<file path="src/serial_channel_pkg.sv">
// constants for the asynchronous serial channel
package serial_channel_pkg;
  // register offsets on the plain register port
  localparam logic [3:0] REG_DATA = 4'h0;       // write: tx buffer, read: rx buffer
  localparam logic [3:0] REG_IRQ_ENABLE = 4'h1;
  localparam logic [3:0] REG_LINE_CTRL = 4'h3;
  localparam logic [3:0] REG_MODEM_CTRL = 4'h4;
  localparam logic [3:0] REG_LINE_STATUS = 4'h5;
  localparam logic [3:0] REG_MODEM_STATUS = 4'h6;
  localparam logic [3:0] REG_SCRATCH = 4'h7;
  localparam logic [3:0] REG_DIV_LOW = 4'h8;
  localparam logic [3:0] REG_DIV_HIGH = 4'h9;
  localparam logic [3:0] REG_CONFIG = 4'hA;
  // line control fields
  localparam int LC_LEN_LSB = 0;
  localparam int LC_STOP2 = 2;
  localparam int LC_PARITY_ENABLE = 3;
  localparam int LC_EVEN_PARITY_SELECT = 4;
  localparam int LC_STICKY_PARITY = 5;
  localparam int LC_BREAK = 6;
  // modem control fields
  localparam int MC_TERMINAL_READY = 0;
  localparam int MC_REQUEST_TO_SEND = 1;
  localparam int MC_OUT1 = 2;
  localparam int MC_OUT2 = 3;
  localparam int MC_DIAG = 4;
  // config fields
  localparam int CF_MODEM_LOOP = 0;
  // interrupt enable fields
  localparam int IE_RX_FULL = 0;
  localparam int IE_TX_EMPTY = 1;
  localparam int IE_LINE = 2;
  localparam int IE_MODEM = 3;
  // reset values
  localparam logic [7:0] LINE_CTRL_RST = 8'h03;
  localparam logic [15:0] DIVISOR_RST = 16'h0001;
  localparam logic [3:0] OVERSAMPLE = 4'hF;     // sixteen ticks per bit, minus one
  localparam logic [3:0] MID_BIT = 4'h7;
endpackage : serial_channel_pkg

</file>
<file path="src/async_serial_channel.sv">
// asynchronous serial channel: transmitter, receiver, modem lines, loopbacks
`timescale 1ns/1ns
module async_serial_channel (
  input wire logic CLK_I,                 // 10 MHz clock
  input wire logic RESET_I,               // synchronous reset, active high
  input wire logic BAUD_CLK_I,            // baud_input_clock, external source
  input wire logic [3:0] ADDR_I,          // register address
  input wire logic [7:0] WDATA_I,         // write data
  input wire logic WR_I,                  // write strobe
  input wire logic RD_I,                  // read strobe
  output logic [7:0] RDATA_O,             // read data, one cycle after strobe
  input wire logic SERIAL_IN_I,           // serial_in pin
  output logic SERIAL_OUT_O,              // serial_out pin
  input wire logic CLEAR_TO_SEND_N_I,     // modem input
  input wire logic SET_READY_N_I,         // modem input
  input wire logic CARRIER_DETECT_N_I,    // modem input
  input wire logic RING_INDICATE_N_I,     // modem input
  output logic REQUEST_TO_SEND_N_O,       // modem output
  output logic TERMINAL_READY_N_O,        // modem output
  output logic CHANNEL_INTERRUPT_O,       // channel_interrupt
  output logic RX_FULL_DMA_REQUEST_O,     // rx_full_dma_request
  output logic TX_EMPTY_DMA_REQUEST_O     // transmit buffer empty request
);
  typedef enum logic [2:0] {IDLE, START, DATA, PAR, STOP} phase_t;

  // =======================================================
  // registers written by software
  logic [7:0] line_ctrl_r, modem_ctrl_r, irq_en_r, scratch_r, config_r;
  logic [15:0] divisor_r;
  logic [7:0] tx_buf_r;
  logic wr_data, rd_data, rd_lsr, rd_msr;
  assign wr_data = WR_I && ADDR_I == serial_channel_pkg::REG_DATA;
  assign rd_data = RD_I && ADDR_I == serial_channel_pkg::REG_DATA;
  assign rd_lsr = RD_I && ADDR_I == serial_channel_pkg::REG_LINE_STATUS;
  assign rd_msr = RD_I && ADDR_I == serial_channel_pkg::REG_MODEM_STATUS;

  always_ff @(posedge CLK_I) begin
    if (RESET_I) begin
      line_ctrl_r <= serial_channel_pkg::LINE_CTRL_RST;
      modem_ctrl_r <= 8'h00;
      irq_en_r <= 8'h00;
      scratch_r <= 8'h00;
      config_r <= 8'h00;
      divisor_r <= serial_channel_pkg::DIVISOR_RST;
      tx_buf_r <= 8'h00;
    end else if (WR_I) begin
      case (ADDR_I)
        serial_channel_pkg::REG_DATA: tx_buf_r <= WDATA_I;
        serial_channel_pkg::REG_IRQ_ENABLE: irq_en_r <= {4'h0, WDATA_I[3:0]};
        serial_channel_pkg::REG_LINE_CTRL: line_ctrl_r <= {1'b0, WDATA_I[6:0]};
        serial_channel_pkg::REG_MODEM_CTRL: modem_ctrl_r <= {3'h0, WDATA_I[4:0]};
        serial_channel_pkg::REG_SCRATCH: scratch_r <= WDATA_I;
        // a zero divisor is not legal; a zero low-byte write with a zero high byte loads one
        serial_channel_pkg::REG_DIV_LOW: divisor_r[7:0] <= (WDATA_I == 8'h00 && divisor_r[15:8] == 8'h00) ?
                                                           8'h01 : WDATA_I;
        serial_channel_pkg::REG_DIV_HIGH: divisor_r[15:8] <= WDATA_I;
        serial_channel_pkg::REG_CONFIG: config_r <= {7'h00, WDATA_I[0]};
        default: ;
      endcase
    end
  end

  logic diag, modem_loop, par_en, par_even, par_sticky, stop2;
  logic [1:0] len_sel;
  logic [3:0] data_bits;
  assign diag = modem_ctrl_r[serial_channel_pkg::MC_DIAG];
  assign modem_loop = config_r[serial_channel_pkg::CF_MODEM_LOOP];
  assign par_en = line_ctrl_r[serial_channel_pkg::LC_PARITY_ENABLE];
  assign par_even = line_ctrl_r[serial_channel_pkg::LC_EVEN_PARITY_SELECT];
  assign par_sticky = line_ctrl_r[serial_channel_pkg::LC_STICKY_PARITY];
  assign stop2 = line_ctrl_r[serial_channel_pkg::LC_STOP2];
  assign len_sel = line_ctrl_r[serial_channel_pkg::LC_LEN_LSB +: 2];
  assign data_bits = 4'h5 + {2'b00, len_sel};

  // =======================================================
  // input synchronisers, one generate loop over all pins
  logic [5:0] pin_raw, pin_s1, pin_s2;
  assign pin_raw = {BAUD_CLK_I, SERIAL_IN_I, RING_INDICATE_N_I, CARRIER_DETECT_N_I,
                    SET_READY_N_I, CLEAR_TO_SEND_N_I};
  genvar gi;
  generate
    for (gi = 0; gi < 6; gi++) begin : g_sync
      always_ff @(posedge CLK_I) begin
        if (RESET_I) begin
          pin_s1[gi] <= 1'b1;
          pin_s2[gi] <= 1'b1;
        end else begin
          pin_s1[gi] <= pin_raw[gi];
          pin_s2[gi] <= pin_s1[gi];
        end
      end
    end
  endgenerate

  // =======================================================
  // baud generator: divides the external clock's rising edges
  logic baud_d_r, baud_edge, tick;
  logic [15:0] div_cnt_r;
  always_ff @(posedge CLK_I) begin
    // reset at the synchroniser's idle level, so no false edge follows reset
    if (RESET_I) baud_d_r <= 1'b1;
    else baud_d_r <= pin_s2[5];
  end
  assign baud_edge = pin_s2[5] && !baud_d_r;
  always_ff @(posedge CLK_I) begin
    if (RESET_I) div_cnt_r <= 16'h0001;
    else if (baud_edge) div_cnt_r <= (div_cnt_r >= divisor_r) ? 16'h0001 : div_cnt_r + 16'h0001;
  end
  assign tick = baud_edge && div_cnt_r >= divisor_r;

  // =======================================================
  // transmitter
  phase_t tx_ph_r;
  logic [7:0] tx_sh_r;
  logic [3:0] tx_sub_r, tx_bit_r;
  logic tx_par_r, tx_bit_out, tbe_r, te_r, tx_line;
  logic par_calc_tx;
  assign par_calc_tx = par_sticky ? !par_even : (par_even ? tx_par_r : !tx_par_r);

  always_ff @(posedge CLK_I) begin
    if (RESET_I) begin
      tx_ph_r <= IDLE;
      tx_sh_r <= 8'h00;
      tx_sub_r <= 4'h0;
      tx_bit_r <= 4'h0;
      tx_par_r <= 1'b0;
    end else if (tx_ph_r == IDLE) begin
      if (!tbe_r) begin
        tx_ph_r <= START;
        tx_sh_r <= tx_buf_r;
        tx_sub_r <= 4'h0;
        tx_par_r <= 1'b0;
      end
    end else if (tick) begin
      tx_sub_r <= tx_sub_r + 4'h1;
      if (tx_sub_r == serial_channel_pkg::OVERSAMPLE) begin
        case (tx_ph_r)
          START: begin
            tx_ph_r <= DATA;
            tx_bit_r <= 4'h0;
          end
          DATA: begin
            tx_par_r <= tx_par_r ^ tx_sh_r[0];
            tx_sh_r <= {1'b0, tx_sh_r[7:1]};
            tx_bit_r <= tx_bit_r + 4'h1;
            if (tx_bit_r == data_bits - 4'h1) begin
              tx_ph_r <= par_en ? PAR : STOP;
              tx_bit_r <= 4'h0;
            end
          end
          PAR: tx_ph_r <= STOP;
          STOP: begin
            tx_bit_r <= tx_bit_r + 4'h1;
            if (tx_bit_r == {3'h0, stop2}) tx_ph_r <= IDLE;
          end
          default: tx_ph_r <= IDLE;
        endcase
      end
    end
  end

  always_comb begin
    case (tx_ph_r)
      START: tx_bit_out = 1'b0;
      DATA: tx_bit_out = tx_sh_r[0];
      PAR: tx_bit_out = par_calc_tx;
      default: tx_bit_out = 1'b1;
    endcase
  end
  // break holds spacing for as long as the control bit stays set
  assign tx_line = tx_bit_out && !line_ctrl_r[serial_channel_pkg::LC_BREAK];

  always_ff @(posedge CLK_I) begin
    if (RESET_I) begin
      tbe_r <= 1'b1;
      te_r <= 1'b1;
    // a write in the load cycle keeps the buffer marked full
    end else if (wr_data) begin
      tbe_r <= 1'b0;
      te_r <= 1'b0;
    end else begin
      if (tx_ph_r == IDLE && !tbe_r) tbe_r <= 1'b1;
      if (tx_ph_r == STOP && tick && tx_sub_r == serial_channel_pkg::OVERSAMPLE &&
          tx_bit_r == {3'h0, stop2} && tbe_r) te_r <= 1'b1;
    end
  end

  always_ff @(posedge CLK_I) begin
    if (RESET_I) SERIAL_OUT_O <= 1'b1;
    else SERIAL_OUT_O <= diag ? 1'b1 : tx_line;
  end

  // =======================================================
  // receiver
  phase_t rx_ph_r;
  logic rx_line;
  logic [7:0] rx_sh_r, rx_buf_r;
  logic [3:0] rx_sub_r, rx_bit_r;
  logic rx_par_r, rx_pe_r, rx_zero_r;
  logic rbf_r, pe_r, fe_r, oe_r, bi_r, rx_done, sample;
  logic [7:0] rx_aligned;
  // a low stop bit leaves the line low, so a new start is taken at once
  assign rx_line = diag ? tx_line : pin_s2[4];
  assign sample = tick && rx_sub_r == serial_channel_pkg::MID_BIT;
  assign rx_aligned = rx_sh_r >> (4'h8 - data_bits);

  always_ff @(posedge CLK_I) begin
    if (RESET_I) begin
      rx_ph_r <= IDLE;
      rx_sh_r <= 8'h00;
      rx_sub_r <= 4'h0;
      rx_bit_r <= 4'h0;
      rx_par_r <= 1'b0;
      rx_pe_r <= 1'b0;
      rx_zero_r <= 1'b1;
    end else if (rx_ph_r == IDLE) begin
      if (tick && !rx_line) begin
        rx_ph_r <= START;
        rx_sub_r <= 4'h1;
      end
    end else if (tick) begin
      rx_sub_r <= rx_sub_r + 4'h1;
      if (sample) begin
        case (rx_ph_r)
          START: begin
            rx_ph_r <= rx_line ? IDLE : DATA;
            rx_bit_r <= 4'h0;
            rx_par_r <= 1'b0;
            rx_zero_r <= 1'b1;
          end
          DATA: begin
            rx_sh_r <= {rx_line, rx_sh_r[7:1]};
            rx_par_r <= rx_par_r ^ rx_line;
            rx_zero_r <= rx_zero_r && !rx_line;
            rx_bit_r <= rx_bit_r + 4'h1;
            if (rx_bit_r == data_bits - 4'h1) rx_ph_r <= par_en ? PAR : STOP;
          end
          PAR: begin
            rx_pe_r <= par_sticky ? (rx_line != !par_even)
                                  : ((rx_par_r ^ rx_line) != !par_even);
            rx_zero_r <= rx_zero_r && !rx_line;
            rx_ph_r <= STOP;
          end
          STOP: rx_ph_r <= IDLE;
          default: rx_ph_r <= IDLE;
        endcase
      end
    end
  end
  // one stop bit is checked; a low stop after all-low bits is a break
  // a completing character wins over a buffer read in the same cycle
  assign rx_done = sample && rx_ph_r == STOP;

  always_ff @(posedge CLK_I) begin
    if (RESET_I) begin
      rbf_r <= 1'b0;
      pe_r <= 1'b0;
      fe_r <= 1'b0;
      bi_r <= 1'b0;
      oe_r <= 1'b0;
      rx_buf_r <= 8'h00;
    end else begin
      if (rx_done) begin
        pe_r <= par_en && rx_pe_r;
        fe_r <= !rx_line;
        bi_r <= !rx_line && rx_zero_r;
        rx_buf_r <= rx_aligned;
        rbf_r <= 1'b1;
      end else if (rd_data) begin
        rbf_r <= 1'b0;
        pe_r <= 1'b0;
        fe_r <= 1'b0;
        bi_r <= 1'b0;
      end
      if (rx_done && rbf_r) oe_r <= 1'b1;
      else if (rd_lsr) oe_r <= 1'b0;
    end
  end

  // =======================================================
  // modem lines
  // in diagnostic mode ring follows out2 and carrier follows out1
  logic [3:0] modem_in, modem_d_r, modem_chg_r;
  always_comb begin
    if (diag) begin
      modem_in = {!modem_ctrl_r[serial_channel_pkg::MC_OUT2], !modem_ctrl_r[serial_channel_pkg::MC_OUT1],
                  !modem_ctrl_r[serial_channel_pkg::MC_TERMINAL_READY],
                  !modem_ctrl_r[serial_channel_pkg::MC_REQUEST_TO_SEND]};
    end else if (modem_loop) begin
      modem_in = {1'b1, !modem_ctrl_r[serial_channel_pkg::MC_TERMINAL_READY],
                  !modem_ctrl_r[serial_channel_pkg::MC_TERMINAL_READY],
                  !modem_ctrl_r[serial_channel_pkg::MC_REQUEST_TO_SEND]};
    end else begin
      modem_in = pin_s2[3:0];
    end
  end
  always_ff @(posedge CLK_I) begin
    if (RESET_I) begin
      modem_d_r <= 4'hF;
      modem_chg_r <= 4'h0;
    end else begin
      modem_d_r <= modem_in;
      modem_chg_r <= (modem_in ^ modem_d_r) | (rd_msr ? 4'h0 : modem_chg_r);
    end
  end
  always_ff @(posedge CLK_I) begin
    if (RESET_I) begin
      REQUEST_TO_SEND_N_O <= 1'b1;
      TERMINAL_READY_N_O <= 1'b1;
    end else begin
      REQUEST_TO_SEND_N_O <= diag || !modem_ctrl_r[serial_channel_pkg::MC_REQUEST_TO_SEND];
      TERMINAL_READY_N_O <= diag || !modem_ctrl_r[serial_channel_pkg::MC_TERMINAL_READY];
    end
  end

  // =======================================================
  // requests and read port
  logic any_err;
  assign any_err = pe_r || fe_r || oe_r || bi_r;
  assign RX_FULL_DMA_REQUEST_O = rbf_r && !any_err;
  assign TX_EMPTY_DMA_REQUEST_O = tbe_r;
  assign CHANNEL_INTERRUPT_O = (irq_en_r[serial_channel_pkg::IE_RX_FULL] && rbf_r) ||
                               (irq_en_r[serial_channel_pkg::IE_TX_EMPTY] && tbe_r) ||
                               (irq_en_r[serial_channel_pkg::IE_LINE] && any_err) ||
                               (irq_en_r[serial_channel_pkg::IE_MODEM] && |modem_chg_r);

  always_ff @(posedge CLK_I) begin
    // read data stand for one cycle only, zero otherwise
    if (RESET_I) RDATA_O <= 8'h00;
    else if (RD_I) begin
      case (ADDR_I)
        serial_channel_pkg::REG_DATA: RDATA_O <= rx_buf_r;
        serial_channel_pkg::REG_IRQ_ENABLE: RDATA_O <= irq_en_r;
        serial_channel_pkg::REG_LINE_CTRL: RDATA_O <= line_ctrl_r;
        serial_channel_pkg::REG_MODEM_CTRL: RDATA_O <= modem_ctrl_r;
        serial_channel_pkg::REG_LINE_STATUS: RDATA_O <= {1'b0, te_r, tbe_r, bi_r, fe_r, pe_r, oe_r, rbf_r};
        serial_channel_pkg::REG_MODEM_STATUS: RDATA_O <= {~modem_d_r, modem_chg_r};
        serial_channel_pkg::REG_SCRATCH: RDATA_O <= scratch_r;
        serial_channel_pkg::REG_DIV_LOW: RDATA_O <= divisor_r[7:0];
        serial_channel_pkg::REG_DIV_HIGH: RDATA_O <= divisor_r[15:8];
        serial_channel_pkg::REG_CONFIG: RDATA_O <= config_r;
        default: RDATA_O <= 8'h00;
      endcase
    end else RDATA_O <= 8'h00;
  end
endmodule : async_serial_channel

</file>
<file path="config.mk">
export PLATFORM = sky130hd
export DESIGN_NAME = async_serial_channel
export DESIGN_NICKNAME = d
export VERILOG_FILES = /design/src/serial_channel_pkg.sv /design/src/async_serial_channel.sv
export SDC_FILE = /design/constraint.sdc
export NUM_CORES = 1
export LEC_CHECK = 0
export ABC_AREA = 0
export BUFFER_PORTS_ARGS = -buffer_cell sky130_fd_sc_hd__clkbuf_2
export CAP_MARGIN = 15
export CORE_UTILIZATION = 66
export DETAILED_ROUTE_END_ITERATION = 10
export PLACE_DENSITY = 0.88
export RECOVER_POWER = 50
export SLEW_MARGIN = 20
export SYNTH_ARGS = -nofsm -noshare
export SYNTH_HDL_FRONTEND = slang
export SYNTH_SLANG_ARGS = --single-unit
</file>
<file path="constraint.sdc">
create_clock -name CLK_I -period 5 [get_ports CLK_I]
set_input_delay 0 -clock CLK_I [delete_from_list [all_inputs] [get_ports CLK_I]]
set_output_delay 0 -clock CLK_I [all_outputs]
set_load 0.1 [all_outputs]
</file>
==> impl_metrics.env <==
export IMPL_status="complete, but fails checks"
export IMPL_violations="capacitance limit, slew limit"
export IMPL_ys_ff_latch=154
export IMPL_syn_area_um2=7610
export IMPL_setup_viol=0
export IMPL_ys_warn_count=0
export IMPL_wl_per_cell_um=18.9
export IMPL_start_util=0.690
export IMPL_power_mw=2.68
export IMPL_ys_seq_area_frac=0.405
export IMPL_grt_overflow_total=0
export IMPL_worstHoldEndpoint="tx_buf_r[5]"
export IMPL_crit_path_max_fanout=79
export IMPL_drc=0
export IMPL_hpwl_um=13400
export IMPL_final_area_um2=8480
export IMPL_period_minus_slack_ns=3.85
export IMPL_r2r_setup_slack_ns=1.93
export IMPL_grt_usage=0.361
export IMPL_ios=36
export IMPL_ant_nets=0
export IMPL_max_cap_violations=1
export IMPL_n_antenna_cell=0
export IMPL_path_class="input port to flip-flop"
export IMPL_p_leak_nw=3.14
export IMPL_ys_flop_type="dfxtp_1"
export IMPL_max_freq_mhz=260
export IMPL_clock_sinks=154
export IMPL_synthCells=914
export IMPL_rr_startpoint="divisor_r[7]"
export IMPL_synth_distinct_cells=63
export IMPL_dieWidth_um=109
export IMPL_antenna_found_initial=0
export IMPL_finalMaxSlewViolations=80
export IMPL_ys_async_sr_fraction=0
export IMPL_dpl_cell_area_um2=7780
export IMPL_drtIter0Drc=990
export IMPL_routed_wl_um=20500
export IMPL_rsz0062_at_grt="no"
export IMPL_dieArea_um2=12000
export IMPL_syn_to_final_growth_pct=11.5
export IMPL_rows=38
export IMPL_worstSetupEndpointType="flip-flop"
export IMPL_dr_pass1_iters=7
export IMPL_skew_ns=0.00879
export IMPL_cp_start_kind="input port"
export IMPL_grt_max_degree=80
export IMPL_grt_pass1_vias=6476
export IMPL_drive_above_1_share=0.0921
export IMPL_hold_viol_final=0
export IMPL_utilization=0.769
export IMPL_portBuffers=35
export IMPL_nets=977
export IMPL_worst_slew_pin_transition_ns=3.61
export IMPL_num_vias=7110
export IMPL_ir_drop_mv=0.350
export IMPL_cts_htree_levels=4
export IMPL_clockRootBuffer="clkbuf_16"
export IMPL_synth_fp_nets=959
export IMPL_whs_path_depth=3
export IMPL_cellPowerDensity_nw_per_um2=316
export IMPL_cts_resized=0
export IMPL_tns_ns=0
export IMPL_die_h_um=109
export IMPL_r2r_cells=8
export IMPL_clk_pin_slew_ns=0.06
export IMPL_crit_arrival_ns=4.14
export IMPL_relSlewSlack=-1.41
export IMPL_avgViaCountPerCell=6.55
export IMPL_gp_congestion=0.951
export IMPL_timing_rr_end="tx_sh_r[5]"
export IMPL_worstSkewPairLatency_ns=0.43
export IMPL_min_path_type="input port to flip-flop"
export IMPL_cts_tree="yes"
export IMPL_core_um2=11000
export IMPL_clockBufferDepth=2
export IMPL_fin_crit_sh=0.769
export IMPL_synth_edf_count=0
export IMPL_cts_buffers=17
export IMPL_crit_required_ns=5.29
export IMPL_hp_start="WR_I"
export IMPL_syn_area_per_cell_um2=8.33
export IMPL_grt_first_pass_wirelength_um=32700
[cells in the final DEF, fill, tap and decap left out, drive strengths merged, types with 5 or more instances in the layout]
master / instances
a21oi: 77
a22oi: 9
a31oi: 10
and2: 8
and3: 10
clkbuf: 55
clkinvlp: 5
dfxtp: 154
dlygate4sd3: 15
ha: 23
inv: 39
mux2i: 52
mux4: 5
nand2: 114
nand2b: 6
nand3: 35
nand3b: 6
nand4: 22
nor2: 100
nor2b: 14
nor3: 12
nor4: 5
o211ai: 5
o21ai: 31
o221ai: 8
o31ai: 9
o32ai: 6
or2: 18
or4: 5
xnor2: 15
xor2: 14
[routing by layer]
metal	vias to the layer above	GRT usage	share of wire
met5	-	0	0
met4	0	0.173	0.039
met3	79	0.100	0.10
met2	401	0.576	0.46
met1	3343	0.451	0.40
li1	3287	-	-
[final cells by class]
type                            count  area, um2
Inverter                           33        124
Multi-Input combinational cell    672       4190
Tap cell                          140        175
Sequential cell                   154       3080
Clock buffer                       19        443
Fill cell                         750       2550
Timing Repair Buffer               54        333
Clock inverter                     13        131
[cell families after synthesis]
family,count (synthesis),synth area share
AO/OA/AOI/OAI,198,0.168
flip-flops,154,0.405
XOR/XNOR,29,0.0334
multiplexers,60,0.0876
buffers and inverters,88,0.0444
AND/OR/NAND/NOR,362,0.223
adder cells (fa/ha/maj),23,0.0378
[worst max path at each step]
stage / to / cells after the start / startpoint
6_report: RDATA_O[4] / 5 / RESET_I
3_3_place_gp: tx_sh_r[5] / 8 / divisor_r[15]
5_1_grt: div_cnt_r[2] / 5 / RESET_I
3_5_place_dp: tx_sh_r[2] / 8 / divisor_r[15]
4_1_cts: tx_sh_r[5] / 8 / divisor_r[15]
2_1_floorplan: CHANNEL_INTERRUPT_O / 2 / oe_r
[worst max-delay path, cell delays in order]
cell and delay (ns):
clkbuf_1 2.49, inv_1 0.20, clkbuf_1 0.66, nand4_1 0.59, a21oi_1 0.14
[power breakdown]
| part | switching (mW) | total (mW) | internal (mW) | leakage [nW] |
|---|---|---|---|---|
| clock network | 0.548 | 1.26 | 0.709 | 0.266 |
| registers | 0.0123 | 1.25 | 1.24 | 1.25 |
| logic | 0.113 | 0.165 | 0.0521 | 1.63 |
[through the flow]
step | worst slack (ns) | cells | hold slack [ns]
floorplan | 2.51 | 914 | 0.104
global placement | 1.95 | 1038 | 0.183
detailed placement | 1.82 | 1038 | 0.185
CTS | 1.83 | 1085 | 0.0455
global route | 0.914 | 1085 | 0.0891
finish | 1.15 | 1085 | 0.0708
[sequential cells by signal (all words and copies together) (netlist names), 3 cells and up]
| register | count |
|---|---|
| modem_ctrl_r | 5 |
| modem_chg_r | 4 |
| pin_s1 | 6 |
| rx_bit_r | 4 |
| tx_bit_r | 4 |
| pin_s2 | 6 |
| rx_sh_r | 8 |
| modem_d_r | 4 |
| tx_ph_r | 3 |
| rx_sub_r | 4 |
| divisor_r | 16 |
| RDATA_O | 8 |
| tx_sub_r | 4 |
| div_cnt_r | 16 |
| irq_en_r | 4 |
| tx_buf_r | 8 |
| scratch_r | 8 |
| tx_sh_r | 8 |
| line_ctrl_r | 7 |
| rx_ph_r | 3 |
| rx_buf_r | 8 |
[repair_timing]
action,in CTS,in global routing
setup endpoints to repair,0,0
setup buffers,0,0
endpoints found under the hold margin,35,0
hold buffers,15,0
[synth_stat cells (all sizes together), types with 10 or more instances]
master | n | share of area
inv | 33 | 0.016
a21oi | 77 | 0.051
o21ai | 31 | 0.020
nand2 | 114 | 0.056
nor3 | 12 | 0.0085
ha | 23 | 0.038
nand4 | 22 | 0.018
xor2 | 14 | 0.016
nor2 | 100 | 0.049
or2 | 18 | 0.015
and3 | 10 | 0.0082
nand3 | 35 | 0.023
xnor2 | 15 | 0.017
mux2i | 52 | 0.068
a31oi | 10 | 0.0082
nor2b | 14 | 0.012
dfxtp | 154 | 0.41
clkbuf | 46 | 0.023
No activity file was read; power rests on OpenSTA's default activity.
